===== src/rtl/ebp_pkg.sv =====
package ebp_pkg;

    // Port geometry
    localparam int EBP_PORT_W = 8;
    localparam int EBP_PIN_SIX = 6;
    localparam int EBP_PIN_SEVEN = 7;

    // Register indices and their Avalon byte addresses (index times four)
    localparam int EBP_ADDR_W = 18;
    localparam logic [15:0] EBP_DIR_IDX = 16'hFFD4;
    localparam logic [15:0] EBP_DATA_IDX = 16'hFFD6;
    localparam logic [EBP_ADDR_W-1:0] EBP_DIR_ADDR = {EBP_DIR_IDX, 2'b00};
    localparam logic [EBP_ADDR_W-1:0] EBP_DATA_ADDR = {EBP_DATA_IDX, 2'b00};

    // Reset and read-back values
    localparam logic [7:0] EBP_DIR_RESET = 8'h00;
    localparam logic [7:0] EBP_DATA_RESET = 8'h00;
    localparam logic [7:0] EBP_DIR_READ = 8'hFF;
    localparam logic [31:0] EBP_UNMAPPED_READ = 32'h0000_0000;

    // Operating mode in which chip select 7 is not available on pin 6
    localparam logic [2:0] EBP_MODE_SINGLE_CHIP = 3'h7;

    // Synchroniser depth for pin inputs
    localparam int EBP_SYNC_STAGES = 3;

    // Bus answer state machine, one-hot
    typedef enum logic [1:0] {
        EBP_BUS_IDLE = 2'b01,
        EBP_BUS_ACK = 2'b10
    } ebp_bus_state_t;

    // DMA transfer-source bits of one channel, from its two control registers
    typedef struct packed {
        logic source_a_bit2;
        logic source_a_bit1;
        logic source_a_bit0;
        logic source_b_bit2;
        logic source_b_bit1;
    } ebp_dma_src_t;

    // Peripheral controls and outputs that steer the two upper pins
    typedef struct packed {
        logic pattern_enable_bit15;
        logic pattern_enable_bit14;
        logic pattern_output15;
        logic pattern_output14;
        logic converter_trigger_enable;
        logic chip_select7_enable;
        logic chip_select_seven_n;
        logic [2:0] op_mode;
        ebp_dma_src_t dma1_src;
        ebp_dma_src_t dma0_src;
    } ebp_periph_t;

    // Request-input lines delivered to other units (active low)
    typedef struct packed {
        logic dma1_request_in_n;
        logic dma0_request_in_n;
        logic converter_ext_trigger_n;
    } ebp_req_t;

endpackage


===== src/rtl/ebp_sync.sv =====
`timescale 1ns/1ps

// Three-stage pin synchroniser; the output moves only once stages two and three agree
module ebp_sync
    import ebp_pkg::*;
#(
    parameter int WIDTH = EBP_PORT_W,
    parameter logic [WIDTH-1:0] INIT = '0
)
(
    input wire logic sys_clk,
    input wire logic resetn,
    input wire logic [WIDTH-1:0] async_in,
    output logic [WIDTH-1:0] stable_out
);

    logic [WIDTH-1:0] meta_ff;
    logic [WIDTH-1:0] mid_ff;
    logic [WIDTH-1:0] last_ff;
    logic [WIDTH-1:0] stable_ff;
    logic [WIDTH-1:0] nxt_stable;

    // Accept a new level per bit only when the two settled stages match
    always_comb
    begin
        nxt_stable = stable_ff;
        for (int i = 0; i < WIDTH; i++)
        begin
            if (mid_ff[i] == last_ff[i])
            begin
                nxt_stable[i] = last_ff[i];
            end
        end
    end

    // Shift chain and filtered level
    always_ff @(posedge sys_clk)
    begin
        if (!resetn)
        begin
            meta_ff <= INIT;
            mid_ff <= INIT;
            last_ff <= INIT;
            stable_ff <= INIT;
        end
        else
        begin
            meta_ff <= async_in;
            mid_ff <= meta_ff;
            last_ff <= mid_ff;
            stable_ff <= nxt_stable;
        end
    end

    assign stable_out = stable_ff;

endmodule


===== src/rtl/ebp_top.sv =====
`timescale 1ns/1ps

// Summary of operation
// - Reset or hardware standby leaves every port pin configured as an input.
// - Each direction bit sets its pin: one is output, zero is input.
// - Direction register is write-only; reading it returns all ones.
// - Direction register clears to zero on reset and in hardware standby.
// - Software standby keeps direction, and output pins keep driving their state.
// - Output data clears on reset and hardware standby, holds through software standby.
// - Eight-bit output data register is readable and writable, one bit per pin.
// - Port read gives stored data for output pins, pin level for input pins.
// - Pin 7: input, port output, or pattern output 15 by direction and enable.
// - Pin 7 feeds DMA channel 1 request under the source-field decode.
// - Pin 7 feeds the converter external trigger whenever trigger enable is one.
// - Pin 6: chip-select 7 enable wins; else like pin 7 with pattern 14.
// - Pin 6 feeds DMA channel 0 request under the same source decode.
// - Chip select 7 appears on pin 6 only in modes 0 to 6.
module ebp_top
    import ebp_pkg::*;
#(
    parameter int PORT_W = EBP_PORT_W
)
(
    input wire logic sys_clk,
    input wire logic resetn,
    input wire logic [EBP_ADDR_W-1:0] avs_address,
    input wire logic avs_read,
    input wire logic avs_write,
    input wire logic [31:0] avs_writedata,
    output logic [31:0] avs_readdata,
    output logic avs_waitrequest,
    input wire logic hw_standby,
    input wire logic sw_standby,
    input wire ebp_periph_t periph,
    input wire logic [PORT_W-1:0] pin_in,
    output logic [PORT_W-1:0] pin_out,
    output logic [PORT_W-1:0] pin_oe,
    output ebp_req_t req_out
);

    // DMA request routing decode for one channel
    function automatic logic dreq_routed(input ebp_dma_src_t s);
        logic a_both;
        logic b_both;
        a_both = s.source_a_bit2 & s.source_a_bit1;
        b_both = s.source_b_bit2 & s.source_b_bit1;
        if (!a_both)
        begin
            dreq_routed = b_both;
        end
        else
        begin
            dreq_routed = (!s.source_a_bit0 && s.source_b_bit2) || b_both;
        end
    endfunction

    // Synchronised pin levels and hardware standby
    logic [PORT_W-1:0] pin_lvl;
    logic hw_stby;
    logic [PORT_W:0] sync_in;
    logic [PORT_W:0] sync_out;

    // Register file state
    logic [PORT_W-1:0] dir_ff;
    logic [PORT_W-1:0] nxt_dir;
    logic [PORT_W-1:0] data_ff;
    logic [PORT_W-1:0] nxt_data;

    // Bus answer state
    ebp_bus_state_t state_ff;
    ebp_bus_state_t nxt_state;
    logic wait_ff;
    logic nxt_wait;
    logic [31:0] rdata_ff;
    logic [31:0] nxt_rdata;
    logic bus_req;
    logic wr_commit;
    logic hit_dir;
    logic hit_data;
    logic [PORT_W-1:0] port_read;

    // Pin drive state
    logic [PORT_W-1:0] pin_out_ff;
    logic [PORT_W-1:0] nxt_pin_out;
    logic [PORT_W-1:0] pin_oe_ff;
    logic [PORT_W-1:0] nxt_pin_oe;

    // Request lines toward other units
    ebp_req_t req_ff;
    ebp_req_t nxt_req;
    logic cs7_active;

    // Pins and standby pass the three-stage filter together
    assign sync_in = {hw_standby, pin_in};

    ebp_sync #(
        .WIDTH(PORT_W + 1),
        .INIT('0)
    ) u_sync (
        .sys_clk(sys_clk),
        .resetn(resetn),
        .async_in(sync_in),
        .stable_out(sync_out)
    );

    assign pin_lvl = sync_out[PORT_W-1:0];
    assign hw_stby = sync_out[PORT_W];

    // Address decode and port read mux
    always_comb
    begin
        bus_req = avs_read | avs_write;
        hit_dir = (avs_address == EBP_DIR_ADDR);
        hit_data = (avs_address == EBP_DATA_ADDR);
        wr_commit = avs_write && (state_ff == EBP_BUS_ACK);
        port_read = (dir_ff & data_ff) | (~dir_ff & pin_lvl);
    end

    // Bus answer: one wait cycle, then waitrequest low for exactly one cycle
    always_comb
    begin
        nxt_state = state_ff;
        nxt_rdata = rdata_ff;
        case (state_ff)
            EBP_BUS_IDLE:
            begin
                if (bus_req)
                begin
                    nxt_state = EBP_BUS_ACK;
                    if (hit_dir)
                    begin
                        nxt_rdata = {24'h00_0000, EBP_DIR_READ};
                    end
                    else if (hit_data)
                    begin
                        nxt_rdata = {24'h00_0000, port_read};
                    end
                    else
                    begin
                        nxt_rdata = EBP_UNMAPPED_READ;
                    end
                end
            end
            EBP_BUS_ACK:
            begin
                nxt_state = EBP_BUS_IDLE;
            end
            default:
            begin
                nxt_state = EBP_BUS_IDLE;
            end
        endcase
        nxt_wait = (nxt_state != EBP_BUS_ACK);
    end

    always_ff @(posedge sys_clk)
    begin
        if (!resetn)
        begin
            state_ff <= EBP_BUS_IDLE;
            wait_ff <= 1'b1;
            rdata_ff <= EBP_UNMAPPED_READ;
        end
        else
        begin
            state_ff <= nxt_state;
            wait_ff <= nxt_wait;
            rdata_ff <= nxt_rdata;
        end
    end

    // Direction and data registers; hardware standby clears, software standby leaves alone
    always_comb
    begin
        nxt_dir = dir_ff;
        nxt_data = data_ff;
        if (hw_stby)
        begin
            nxt_dir = EBP_DIR_RESET;
            nxt_data = EBP_DATA_RESET;
        end
        else if (wr_commit && hit_dir)
        begin
            nxt_dir = avs_writedata[PORT_W-1:0];
        end
        else if (wr_commit && hit_data)
        begin
            nxt_data = avs_writedata[PORT_W-1:0];
        end
    end

    always_ff @(posedge sys_clk)
    begin
        if (!resetn)
        begin
            dir_ff <= EBP_DIR_RESET;
            data_ff <= EBP_DATA_RESET;
        end
        else
        begin
            dir_ff <= nxt_dir;
            data_ff <= nxt_data;
        end
    end

    // Chip select 7 is blocked in single-chip mode
    assign cs7_active = periph.chip_select7_enable && (periph.op_mode != EBP_MODE_SINGLE_CHIP);

    // Pin function mux; software standby freezes the drivers as they stand
    always_comb
    begin
        nxt_pin_out = pin_out_ff;
        nxt_pin_oe = pin_oe_ff;
        if (hw_stby)
        begin
            nxt_pin_out = '0;
            nxt_pin_oe = '0;
        end
        else if (!sw_standby)
        begin
            nxt_pin_oe = dir_ff;
            nxt_pin_out = data_ff;
            // Pin 7: pattern output 15 when enabled on an output pin
            if (dir_ff[EBP_PIN_SEVEN] && periph.pattern_enable_bit15)
            begin
                nxt_pin_out[EBP_PIN_SEVEN] = periph.pattern_output15;
            end
            // Pin 6: chip select 7 takes the pin regardless of direction
            if (cs7_active)
            begin
                nxt_pin_oe[EBP_PIN_SIX] = 1'b1;
                nxt_pin_out[EBP_PIN_SIX] = periph.chip_select_seven_n;
            end
            else if (dir_ff[EBP_PIN_SIX] && periph.pattern_enable_bit14)
            begin
                nxt_pin_out[EBP_PIN_SIX] = periph.pattern_output14;
            end
        end
    end

    always_ff @(posedge sys_clk)
    begin
        if (!resetn)
        begin
            pin_out_ff <= '0;
            pin_oe_ff <= '0;
        end
        else
        begin
            pin_out_ff <= nxt_pin_out;
            pin_oe_ff <= nxt_pin_oe;
        end
    end

    // Input functions of the upper pins; an unrouted request line rests high
    always_comb
    begin
        nxt_req.dma1_request_in_n = 1'b1;
        nxt_req.dma0_request_in_n = 1'b1;
        nxt_req.converter_ext_trigger_n = 1'b1;
        if (!dir_ff[EBP_PIN_SEVEN] && dreq_routed(periph.dma1_src))
        begin
            nxt_req.dma1_request_in_n = pin_lvl[EBP_PIN_SEVEN];
        end
        if (!dir_ff[EBP_PIN_SIX] && !cs7_active && dreq_routed(periph.dma0_src))
        begin
            nxt_req.dma0_request_in_n = pin_lvl[EBP_PIN_SIX];
        end
        if (periph.converter_trigger_enable)
        begin
            nxt_req.converter_ext_trigger_n = pin_lvl[EBP_PIN_SEVEN];
        end
    end

    always_ff @(posedge sys_clk)
    begin
        if (!resetn)
        begin
            req_ff <= '1;
        end
        else
        begin
            req_ff <= nxt_req;
        end
    end

    // Outputs straight from flip-flops
    assign avs_readdata = rdata_ff;
    assign avs_waitrequest = wait_ff;
    assign pin_out = pin_out_ff;
    assign pin_oe = pin_oe_ff;
    assign req_out = req_ff;

endmodule


===== config.mk =====
export PLATFORM = sky130hd
export DESIGN_NAME = ebp_top
export DESIGN_NICKNAME = d
export VERILOG_FILES = /design/src/rtl/ebp_pkg.sv /design/src/rtl/ebp_sync.sv /design/src/rtl/ebp_top.sv
export SDC_FILE = /design/constraint.sdc
export NUM_CORES = 1
export LEC_CHECK = 0
export ABC_CLOCK_PERIOD_IN_PS = 2250
export BUFFER_PORTS_ARGS = -buffer_cell sky130_fd_sc_hd__buf_2
export CAP_MARGIN = 25
export CORE_MARGIN = 1
export CORE_UTILIZATION = 40
export CTS_CLUSTER_DIAMETER = 60
export DETAILED_ROUTE_END_ITERATION = 8
export GPL_TIMING_DRIVEN = 0
export PLACE_DENSITY = 0.66
export SKIP_LAST_GASP = 1
export SLEW_MARGIN = 40
export SYNTH_ARGS = -nofsm -noshare
export SYNTH_HDL_FRONTEND = slang
export SYNTH_SLANG_ARGS = --single-unit

===== constraint.sdc =====
create_clock -name sys_clk -period 2.25 [get_ports sys_clk]
set_input_delay 0.225 -clock sys_clk [delete_from_list [all_inputs] [get_ports sys_clk]]
set_output_delay 0.225 -clock sys_clk [all_outputs]
set_load 0.01 [all_outputs]

After elaboration in Yosys (flattened, before gate mapping)
Index checks and enable logic that the tools add are counted.
- bits in registers: 106
- bits in latches: 0
- bits in writable memories: 0
- memory bits (read-only): 0
- input bits: 84
- output and inout port bits: 52
- word-level logic and storage cells: 82
- memories: 0
- add/sub/neg operators: 0
- $mul: 0
- div/mod/pow operators: 0
- $lt $le $gt $ge: 0
- equality and inequality tests: 15
- shifts and indexed selects: 0
- multiplexer cells: 10
- bitwise gates (word level): 11
- reduce and logical (&&, ||, !) cells: 24
- operators with widths (operator ; number):
    18-bit == test, second input constant ; 2
    8-bit bitwise AND ; 2
    8-bit two-way mux ; 2
    1-bit logical AND ; 11
    2-bit AND reduction ; 5
    1-bit == test ; 9
    8-bit NOT ; 1
    8-bit bitwise OR ; 1
    1-bit two-way mux ; 6
    1-bit zero test ; 5
    1-bit bitwise AND ; 4
    2-bit two-way mux ; 2
    3-bit inequality test, second input constant ; 1
    2-bit by 1-bit == test with 1-bit output, second input constant ; 1
    2-bit == test, second input constant ; 1
    1-bit logical OR ; 2
    2-bit inequality test, second input constant ; 1
    1-bit NOT ; 2
    2-bit OR reduction ; 1
    1-bit bitwise OR ; 1

Longest topological paths before layout
Gate-level depths: netlist of run 1.
- word-level depth: 6
- gate-level depth with buffers: 6
- depth with buffers taken out: 4

Cells and area by module
Synthesis of run 1 repeated with hierarchy kept, for this count alone.
- cell total of the unflattened synthesis: 324
- area total of the unflattened synthesis: 3261.9 µm²
- modules (own cells, without submodules) (module ; instances ; cells each ; area each (µm²) ; seq. area each (µm²)):
    ebp_top ; 1 ; 231 ; 2190.9 ; 920.9
    ebp_sync ; 1 ; 93 ; 1071.0 ; 720.7

Worst setup path before layout of run 1
No wires, ideal clock.
- kind: input to register
- start point: input avs_address[1]
- end point: register data_ff[4]
- setup time: 0.132 ns
- arrival time: 1.574 ns
- data required time: 2.118 ns
- slack: 0.544 ns
- stages on the path: 6
- path buffers: 2
- cells stage by stage: or4b_4 -> or3_1 -> buf_6 -> buf_8 -> o21ai_1 -> a21oi_1
- longest elaborated chain between the ends: 4
- elaborated cells between the ends (all ways): 6
- those cells by class: 2 x eq/ne; 1 x bitwise; 3 x reduce/logical
- ends and longest elaborated chain (element ; line ; source):
    start: declaration ; ebp_top.sv:26 ; input wire logic [EBP_ADDR_W-1:0] avs_address,
    18-bit == test ; ebp_top.sv:113 ; hit_dir = (avs_address == EBP_DIR_ADDR);
    1-bit logical AND ; ebp_top.sv:182 ; else if (wr_commit && hit_dir)
    1-bit NOT (no source line) ; n/a ;
    2-bit AND reduction (no source line) * ; n/a ;
    end signal: assignment ; ebp_top.sv:202 ; data_ff <= nxt_data;
    end: declaration ; ebp_top.sv:66 ; logic [PORT_W-1:0] data_ff;
Mark *: on every way between the ends. The rest lies on a longest branch, timed or not.
A chain may end at the register's enable or synchronous reset.

Final worst setup path of run 1
- start point: register state_ff[0]
- end point: register rdata_ff[5] (netlist: avs_readdata[5])
- longest elaborated chain between the ends: 2
- ends and longest elaborated chain (element ; line ; source):
    start: declaration ; ebp_top.sv:70 ; ebp_bus_state_t state_ff;
    start signal: assignment ; ebp_top.sv:166 ; state_ff <= nxt_state;
    2-bit by 1-bit == test with 1-bit output ; ebp_top.sv:124 ; case (state_ff)
    2-bit AND reduction (no source line) ; n/a ;
    end signal: assignment ; ebp_top.sv:168 ; rdata_ff <= nxt_rdata;
    end: declaration ; ebp_top.sv:74 ; logic [31:0] rdata_ff;
Every way passes these cells.

==> flow_summary_export.csv, run 1 <==
group,metric,value,unit
synth,ys_ff_latch,82,
cts,cts_buffers,9,
worst_setup_path,regToRegSetupSlack,510,ps
worst_setup_path,required,2460,ps
placed_design,gp_congestion,0.858,
die,num_rows,32,
worst_hold_path,hold_end,"u_sync.meta_ff[5]",
job,cap_viol_max_count,0,
cts,cts_resized,0,
worst_setup_path,crit_path_start_kind,"flop",
synth,synth_cells,325,
routing,vias,2610,
synth,synth_top_area_frac,0.512,
sta,clock-skew-final,8.64,ps
routing,wirelength,6.71,mm
routing,first_iter_violations,81,
routing,vias_per_cell,4.73,
global_route,grt_first_pass_wirelength,11.0,mm
global_route,gr-total-overflow,0,
sta,tightest_slew,673,ps
die,initial_core_util,0.415,
worst_setup_path,critPathArrivalTime,1940,ps
worst_setup_path,path_class,"flop to flop",
die,die_x,91.6,µm
synth,synth_cell_types,40,
worst_setup_path,max_stage_delay,610,ps
die,core_area,0.00773,mm²
worst_setup_path,crit_path_cell_trace,"nor3b_2, a2bb2oi_1, a311oi_1",
cts,cts_tree,"built",
synth,yosysMostFrequentCell,"dfxtp_1",
cts,post_cts_buffers,0,
synth,yosys.area.top_type,"dfxtp_1",
layout,final_area,0.00407,mm²
worst_setup_path,cpLargestDelayFamily,"compound AO/OA/AOI/OAI gates",
synth,yosysWarnings,0,
worst_setup_path,slowest_stage,"a2bb2oi_1",
worst_hold_path,hold_start,"pin_in[5]",
cts,cts_buffer_depth,2,
worst_hold_path,min_path_type,"input port to flop",
routing,drc,0,
cts,cts-root-buf,"clkbuf_8",
sta,setup_violations,0,
power_and_ir_drop,peakVddDrop,572,µV
worst_setup_path,r2r_cells,3,
sta,rsz0062_at_grt,"no",
outcome,status,"completed",
routing,firstDrtPassIters,4,
routing,routedWlPerCell,12.2,µm
synth,synth.avg_cell_area,9.87,µm²
layout,fillCellCount,784,
sta,min_period_over_period,0.771,
layout,utilization,0.527,
power_and_ir_drop,p_leak,1.78,nW
routing,ant_nets,0,
cts,clk_latency,360,ps
worst_hold_path,min_path_cells,2,
worst_setup_path,crit_fanout,10,
sta,finalSetupTns,0,ps
worst_setup_path,critPathLaunch,"state_ff[0]",
synth,yosysSeqAreaShare,0.512,
synth,synthFlopType,"dfxtp_1",
cts,cts_max_level,3,
placed_design,port_buffers,86,
layout,syn2layout_area_growth,26.9,%
placed_design,hpwlAfterDp,5.26,mm
sta,period_minus_slack,1740,ps
sta,relSlewSlack,0.550,
global_route,antenna_found_initial,0,
cts,cts_sinks,82,
worst_setup_path,cp-end-kind,"flop",
layout,nNetsFinal,529,
synth,synth_area_leaders,"dfxtp_1 (51%), mux2i_1 (6.9%), buf_4 (5.8%)",
global_route,grt_max_degree,16,
placed_design,dp_slack,331,ps
die,die_h,91.6,µm
sta,final-hold-violation-count,0,
synth,netlist_area,0.00321,mm²
worst_setup_path,cp.depth,3,
cts,cts_hold_buffers,0,
power_and_ir_drop,power_density,707,mW/mm²
global_route,grt_pass1_vias,2396,
layout,final_layout_size_suffix_gt1_frac,0.316,
synth,synth_commonest_cells,"dfxtp_1 (82), and2_1 (27), a21oi_1 (26), nor2_1 (26), buf_4 (25)",
layout,antenna_cells,0,
sta,slew_violations,0,
power_and_ir_drop,design_power_total,2.88,mW
global_route,grt.total_usage,0.169,
worst_setup_path,r2r_end,"avs_readdata[5]",
sta,worst_slack,515,ps
sta,fmax,576,MHz
synth,synth_edf_count,0,
die,ios,136,
die,die_area,0.00839,mm²
worst_setup_path,critPathBufInv,0,
worst_setup_path,r2r-start,"state_ff[0]",
synth,async_reset_ff_frac,0,
placed_design,postPlaceCellArea,0.00385,mm²
cts,cts.clk_slew.worst_paths,80,ps
[worst max path at each step]
stage | end | slack, ps
CTS | data_ff[6] | 430
finish | avs_readdata[5] | 510
global placement | data_ff[6] | 350
floorplan | data_ff[4] | 540
detailed placement | data_ff[0] | 330
global route | avs_readdata[3] | 340
[sequential cells by signal, summed over array words and instances, names as in the netlist, 8 cells and up]
| register | count |
|---|---|
| u_sync.meta_ff | 9 |
| data_ff | 8 |
| u_sync.stable_out | 9 |
| u_sync.last_ff | 9 |
| pin_oe | 8 |
| u_sync.mid_ff | 9 |
| dir_ff | 8 |
| pin_out | 8 |
| avs_readdata | 8 |
[power breakdown]
| part | total, mW | internal [mW] | switching (mW) |
|---|---|---|---|
| sequential | 1.51 | 1.49 | 0.0179 |
| clock | 1.10 | 0.556 | 0.545 |
| combinational | 0.266 | 0.127 | 0.139 |
| total | 2.88 | 2.18 | 0.702 |
[logic make-up (layout without fill, tap and decap cells)]
group           after synthesis  count (layout)  share of synthesized area
simple gates                111             111                      0.203
flops                        82              82                      0.511
compound gates               66              66                      0.119
other cells                   1              24                    0.00117
buf+inv                      42             144                     0.0932
mux                          23              23                     0.0721
[through the flow]
stage | cells | hold slack (ps)
floorplan | 348 | 311
global placement | 536 | 414
detailed placement | 536 | 420
CTS | 552 | 48.1
global route | 552 | 50.7
finish | 552 | 69.4
[area by class of cell]
class	count	area, µm²	area share
multi-input combinational	224	1360	0.334
timing repair buffer	86	430	0.106
clock inverter	6	75.1	0.0184
clock buffer	10	138	0.0338
tap	102	128	0.0313
inverter	2	7.51	0.00184
buffer	40	292	0.0716
sequential	82	1640	0.403
[layout by cell type (no fill, tap or decap), types with 2 or more instances in the layout]
cell	count
a21oi_1	26
dfxtp_1	82
a311oi_1	9
nand3_1	3
clkinv_4	3
nor3_1	3
buf_4	25
nand2_1	18
conb_1	24
clkbuf_1	9
inv_1	2
nand3b_1	3
o21ai_0	16
buf_2	87
buf_6	2
nand4b_1	10
and2_1	27
o21ai_1	9
mux2i_1	22
nand4_1	9
nor2_1	26
clkbuf_8	12
[metal layers]
| layer | wire length [µm] | part of all wire | GRT usage |
|---|---|---|---|
| met5 | 0 | 0 | 0 |
| met4 | 138 | 0.021 | 0.0701 |
| met3 | 297 | 0.044 | 0.0561 |
| met2 | 3350 | 0.50 | 0.293 |
| met1 | 2920 | 0.44 | 0.190 |
Note: power is estimated with default switching activity, not from simulation.
==> run 2: changes to the inputs <==
--- a/config.mk
+++ b/config.mk
@@ -5,7 +5,7 @@
 export SDC_FILE = /design/constraint.sdc
 export NUM_CORES = 1
 export LEC_CHECK = 0
-export ABC_CLOCK_PERIOD_IN_PS = 2250
+export ABC_CLOCK_PERIOD_IN_PS = 1400
 export BUFFER_PORTS_ARGS = -buffer_cell sky130_fd_sc_hd__buf_2
 export CAP_MARGIN = 25
 export CORE_MARGIN = 1
@@ -13,7 +13,7 @@
 export CTS_CLUSTER_DIAMETER = 60
 export DETAILED_ROUTE_END_ITERATION = 8
 export GPL_TIMING_DRIVEN = 0
-export PLACE_DENSITY = 0.66
+export PLACE_DENSITY = 0.68
 export SKIP_LAST_GASP = 1
 export SLEW_MARGIN = 40
 export SYNTH_ARGS = -nofsm -noshare
==> constraint.sdc (replaced) <==
create_clock -name sys_clk -period 1.4 [get_ports sys_clk]
set_input_delay 0.14 -clock sys_clk [delete_from_list [all_inputs] [get_ports sys_clk]]
set_output_delay 0.14 -clock sys_clk [all_outputs]
set_load 0.01 [all_outputs]
==> flow_summary_export.csv, run 2 (synthesis results as in run 1) <==
group,metric,value,unit
outcome,status,"completed",
sta,slew_violations,0,
die,initial_core_util,0.415,
sta,period_minus_slack,1390,ps
power_and_ir_drop,p_clk_frac,0.365,
sta,clock-skew-final,9.20,ps
cts,cts_buffer_depth,2,
worst_setup_path,max_stage_delay,560,ps
routing,drc,0,
global_route,busiest_layer,"met2",
global_route,grt_pass1_vias,2394,
worst_setup_path,crit_path_cell_trace,"buf_2, or4b_4, or3_4, buf_6, buf_8, o21ai_1, a21oi_1",
sta,relSlewSlack,0.641,
worst_setup_path,crit_fanout,10,
sta,worst_slack,14.3,ps
placed_design,postPlaceCellArea,0.00385,mm²
power_and_ir_drop,design_power_total,4.59,mW
sta,fmax,722,MHz
routing,firstDrtPassIters,4,
worst_setup_path,crit_path_start_kind,"input port",
global_route,grt_use_met1,0.186,
power_and_ir_drop,combPwrFrac,0.105,
die,die_x,91.6,µm
routing,routedWlPerCell,12.2,µm
layout,final_common_cell,"buf_2",
worst_setup_path,cpLargestDelayFamily,"simple AND/OR/NAND/NOR gates",
worst_setup_path,cp.depth,7,
die,core_area,0.00773,mm²
power_and_ir_drop,p_sw,1.08,mW
layout,antenna_cells,0,
sta,setup_violations,0,
placed_design,placed_cells,536,
sta,rsz0062_at_grt,"yes",
worst_setup_path,slowest_stage,"or4b_4",
worst_setup_path,r2r-start,"state_ff[0]",
global_route,antenna_found_initial,0,
global_route,grt.total_usage,0.167,
global_route,gr-usage-met3,0.0620,
layout,utilization,0.551,
placed_design,hpwlAfterDp,5.21,mm
worst_setup_path,crit_end,"data_ff[6]",
worst_setup_path,path_class,"input port to flop",
placed_design,gp_congestion,0.863,
routing,vias_per_cell,4.63,
cts,cts_sinks,82,
routing,first_iter_violations,64,
layout,stdcell_count,567,
power_and_ir_drop,power_density,1080,mW/mm²
cts,cts_max_level,3,
routing,wirelength,6.91,mm
routing,ant_nets,0,
job,cap_viol_max_count,0,
sta,min_period_over_period,0.990,
worst_setup_path,required,1620,ps
global_route,grt_max_degree,14,
worst_setup_path,critPathLaunch,"avs_address[1]",
placed_design,port_buffers,86,
worst_setup_path,cp-end-kind,"flop",
die,num_rows,32,
sta,tightest_slew,539,ps
die,ios,136,
routing,vias,2623,
cts,cts_buffers,9,
power_and_ir_drop,p_int,3.51,mW
worst_setup_path,critPathArrivalTime,1600,ps
layout,nNetsFinal,544,
layout,final_cell_mix,"buf_2 (87), dfxtp_1 (80), buf_4 (28)",
cts,cts_tree,"built",
power_and_ir_drop,sw_frac_of_total,0.235,
placed_design,dp_slack,-441,ps
die,die_area,0.00839,mm²
sta,final-hold-violation-count,0,
global_route,gr-total-overflow,0,
worst_setup_path,r2r_end,"data_ff[7]",
worst_setup_path,r2r_cells,4,
global_route,met2_usage,0.298,
worst_hold_path,min_path_type,"input port to flop",
power_and_ir_drop,p_seq_frac,0.530,
layout,final_area,0.00426,mm²
layout,syn2layout_area_growth,32.7,%
die,die_h,91.6,µm
cts,cts.clk_slew.worst_paths,80,ps
cts,clk_latency,350,ps
power_and_ir_drop,peakVddDrop,762,µV
power_and_ir_drop,p_leak,1.87,nW
global_route,grt_first_pass_wirelength,11.0,mm
layout,final_layout_size_suffix_gt1_frac,0.329,
worst_setup_path,critPathBufInv,3,
cts,cts-root-buf,"clkbuf_8",
worst_setup_path,regToRegSetupSlack,80,ps
run 2: power by group through the flow:
stage | Sequential [mW] | Combinational (mW) | Clock, mW
after floorplan | 2.49 | 0.245 | 0
after global placement | 2.48 | 0.422 | 0
after detailed placement | 2.48 | 0.431 | 0
after CTS | 2.43 | 0.478 | 1.70
after global routing | 2.44 | 0.532 | 1.80
final | 2.43 | 0.483 | 1.68
run 2: metrics by stage:
step / setup TNS, ps / hold WS (ps)
2_1_floorplan: -2170 / 226
3_3_place_gp: -8380 / 335
3_5_place_dp: -9470 / 341
4_1_cts: 0 / 44.4
5_1_grt: -61.9 / 64.3
6_report: 0 / 52.5
run 2: final cells by class:
class	count	area, µm²
buffer	40	293
clock buffer	11	141
clock inverter	5	53.8
fill	715	3470
inverter	2	7.51
multi-input combinational	224	1420
sequential	82	1640
tap	102	128
timing repair buffer	101	573
run 2: repair_timing:
item | in CTS | in global routing
resized for setup | 8 | 6
endpoints found under the hold margin | 12 | 0
hold buffers | 12 | 0
endpoints found under the setup margin | 27 | 21
buffers inserted | 2 | 1
pin swaps | 2 | 2
run 2: how the worst min path moves through the flow:
stage | from | end | slack, ps | cells past startpoint
CTS | periph[7] | req_out[2] | 40 | 3
floorplan | periph[15] | req_out[0] | 230 | 1
detailed placement | periph[5] | req_out[2] | 340 | 2
global placement | periph[5] | req_out[2] | 340 | 2
global route | avs_writedata[3] | data_ff[3] | 60 | 3
finish | periph[7] | req_out[2] | 50 | 3
run 2: routing by layer:
layer,wire length [µm],up-vias
li1,-,1367
met1,3020,1184
met2,3440,65
met3,390,7
met4,67,0
met5,0,-
run 2: tightest hold or removal path, stage by stage:
cell and delay (ps):
buf_2 80, nor2_1 30, o21ai_0 110
==> run 3: changes to the inputs <==
--- a/config.mk
+++ b/config.mk
@@ -5,6 +5,7 @@
 export SDC_FILE = /design/constraint.sdc
 export NUM_CORES = 1
 export LEC_CHECK = 0
+export ABC_AREA = 1
 export ABC_CLOCK_PERIOD_IN_PS = 1400
 export BUFFER_PORTS_ARGS = -buffer_cell sky130_fd_sc_hd__buf_2
 export CAP_MARGIN = 25
==> flow_summary_export.csv, run 3 <==
group,metric,value,unit
synth,synth_cell_types,23,
global_route,grt_max_degree,17,
sta,rsz0062_at_grt,"no",
power_and_ir_drop,peakVddDrop,1000,µV
layout,final_cell_mix,"nand2_1 (89), buf_2 (88), dfxtp_1 (82)",
sta,final-hold-violation-count,0,
worst_setup_path,cpLargestDelayFamily,"simple AND/OR/NAND/NOR gates",
die,ios,136,
worst_setup_path,crit_fanout,10,
die,core_area,0.00789,mm²
worst_setup_path,critPathArrivalTime,1460,ps
synth,yosysWarnings,0,
cts,clk_latency,360,ps
worst_setup_path,slowest_stage,"dfxtp_1",
layout,syn2layout_area_growth,29.4,%
power_and_ir_drop,p_clk_frac,0.371,
global_route,antenna_found_initial,0,
cts,cts_buffers,9,
layout,final_layout_size_suffix_gt1_frac,0.253,
placed_design,placed_cells,654,
routing,firstDrtPassIters,4,
global_route,grt_pass1_vias,2637,
sta,fmax,852,MHz
layout,final_area,0.00431,mm²
synth,synth_commonest_cells,"nand2_1 (89), dfxtp_1 (82), nor2_1 (75), inv_1 (66), o21ai_0 (27)",
layout,antenna_cells,0,
synth,netlist_area,0.00333,mm²
global_route,gr-total-overflow,0,
global_route,grt.total_usage,0.171,
synth,yosysMostFrequentCell,"nand2_1",
cts,cts-root-buf,"clkbuf_8",
layout,utilization,0.546,
sta,period_minus_slack,1170,ps
power_and_ir_drop,p_leak,2.29,nW
cts,cts.clk_slew.worst_paths,80,ps
die,die_area,0.00869,mm²
routing,routedWlPerCell,10.2,µm
synth,yosysSeqAreaShare,0.493,
worst_hold_path,min_path_type,"input port to flop",
synth,yosys.area.top_type,"dfxtp_1",
power_and_ir_drop,p_int,3.51,mW
placed_design,hpwlAfterDp,5.28,mm
power_and_ir_drop,combPwrFrac,0.108,
synth,async_reset_ff_frac,0,
routing,drc,0,
routing,ant_nets,0,
routing,first_iter_violations,73,
sta,clock-skew-final,10.1,ps
worst_setup_path,cpMostUsedCell,"nand2_1",
synth,synthFlopType,"dfxtp_1",
job,cap_viol_max_count,0,
sta,holdWs,23.1,ps
worst_setup_path,max_stage_delay,330,ps
sta,min_period_over_period,0.838,
sta,setup_violations,0,
sta,finalSetupTns,0,ps
placed_design,postPlaceCellArea,0.00398,mm²
worst_setup_path,path_class,"flop to flop",
synth,synth.avg_cell_area,7.53,µm²
synth,ys_ff_latch,82,
routing,wirelength,6.98,mm
synth,synth_fa_ha_area_frac,0,
synth,synth_area_leaders,"dfxtp_1 (49%), nand2_1 (10%), nor2_1 (8.5%)",
layout,nNetsFinal,659,
synth,synth_cells,442,
layout,fillCellCount,769,
layout,multi_input_area,0.00127,mm²
global_route,grt_first_pass_wirelength,11.5,mm
cts,cts_max_level,3,
power_and_ir_drop,power_density,1100,mW/mm²
layout,ff_latch_area,0.00164,mm²
routing,vias,2899,
synth,synth_top_area_frac,0.493,
power_and_ir_drop,p_seq_frac,0.521,
die,die_x,93.2,µm
synth,synthMuxAreaShare,0.0211,
power_and_ir_drop,sw_frac_of_total,0.257,
sta,worst_slack,227,ps
synth,synth-simple-area-share,0.242,
outcome,status,"completed",
synth,synth-compound-area-share,0.0921,
worst_setup_path,required,1690,ps
cts,post_cts_buffers,0,
die,num_rows,32,
power_and_ir_drop,design_power_total,4.73,mW
placed_design,port_buffers,87,
routing,vias_per_cell,4.25,
power_and_ir_drop,p_sw,1.22,mW
die,initial_core_util,0.422,
layout,final_common_cell,"nand2_1",
worst_setup_path,cp-end-kind,"flop",
worst_setup_path,crit_path_start_kind,"flop",
placed_design,dp_slack,61.2,ps
worst_setup_path,crit_path_cell_trace,"nand2_1, nor2_4, nand3_4, buf_6, nand2_1, nand2_1, nor2_1",
cts,cts_tree,"built",
placed_design,gp_congestion,0.840,
cts,cts_sinks,82,
sta,slew_violations,0,
synth,synth_edf_count,0,
synth,synth_top_family_by_area,"simple AND/OR/NAND/NOR gates",
die,die_h,93.2,µm
worst_setup_path,critPathBufInv,1,
layout,stdcell_count,682,
cts,cts_buffer_depth,2,
synth,synth_xor_area_frac,0,
-- run 3: cell count changes after synthesis, moves of 9 or more --
cell and delta:
nor2_1 +49, a311oi_1 -9, nand4b_1 -10, o21ai_0 +11
mux2i_1 -15, nand2_1 +71, inv_1 +64, and2_1 -27
-- run 3: per-layer routing --
metal | part of all wire | up-vias | GRT usage
met5 | 0 | - | 0
li1 | - | 1564 | -
met1 | 0.46 | 1239 | 0.205
met4 | 0.0089 | 0 | 0.0513
met2 | 0.47 | 89 | 0.287
met3 | 0.060 | 7 | 0.0593
-- run 3: timing repair --
item / CTS / global route
setup endpoints to repair: 0 / 12
resized for setup: 0 / 4
hold endpoints to repair: 12 / 0
hold buffers: 12 / 0
-- run 3: final timing paths --
path / from / to / slack (ps) / cells past startpoint
min reg2reg: u_sync.meta_ff[4] / u_sync.mid_ff[4] / 420 / 2
max: state_ff[1] / dir_ff[2] / 230 / 7
min: sw_standby / pin_out[7] / 20 / 3
max reg2reg: state_ff[1] / dir_ff[2] / 230 / 7
-- run 3: final cells by class --
class,count,share of cell area
Tap cell,102,0.0296
Sequential cell,82,0.381
Multi-Input combinational cell,279,0.295
Inverter,66,0.0575
Timing Repair Buffer,99,0.129
Clock inverter,7,0.0195
Clock buffer,9,0.0288
Buffer,38,0.0593
-- run 3: cell families (layout without fill, tap and decap cells) --
logic type      count (synthesis)  in the layout
buf+inv                       104            219
mux                             7              7
compound gates                 59             59
other cells                     1             24
flops                          82             82
simple gates                  189            189
-- run 3: worst register-to-register path, stage by stage (launching register included) --
cell     delay, ps
dfxtp_1        330
nand2_1         80
nor2_4         230
nand3_4        120
buf_6          150
nand2_1         50
nand2_1         40
nor2_1          90
-- run 3: power by group through the flow --
stage	Combinational, mW	Sequential [mW]	Clock, mW
floorplan	0.264	2.54	0
global placement	0.475	2.52	0
detailed placement	0.485	2.52	0
CTS	0.513	2.46	1.81
global route	0.577	2.47	1.90
finish	0.512	2.46	1.76
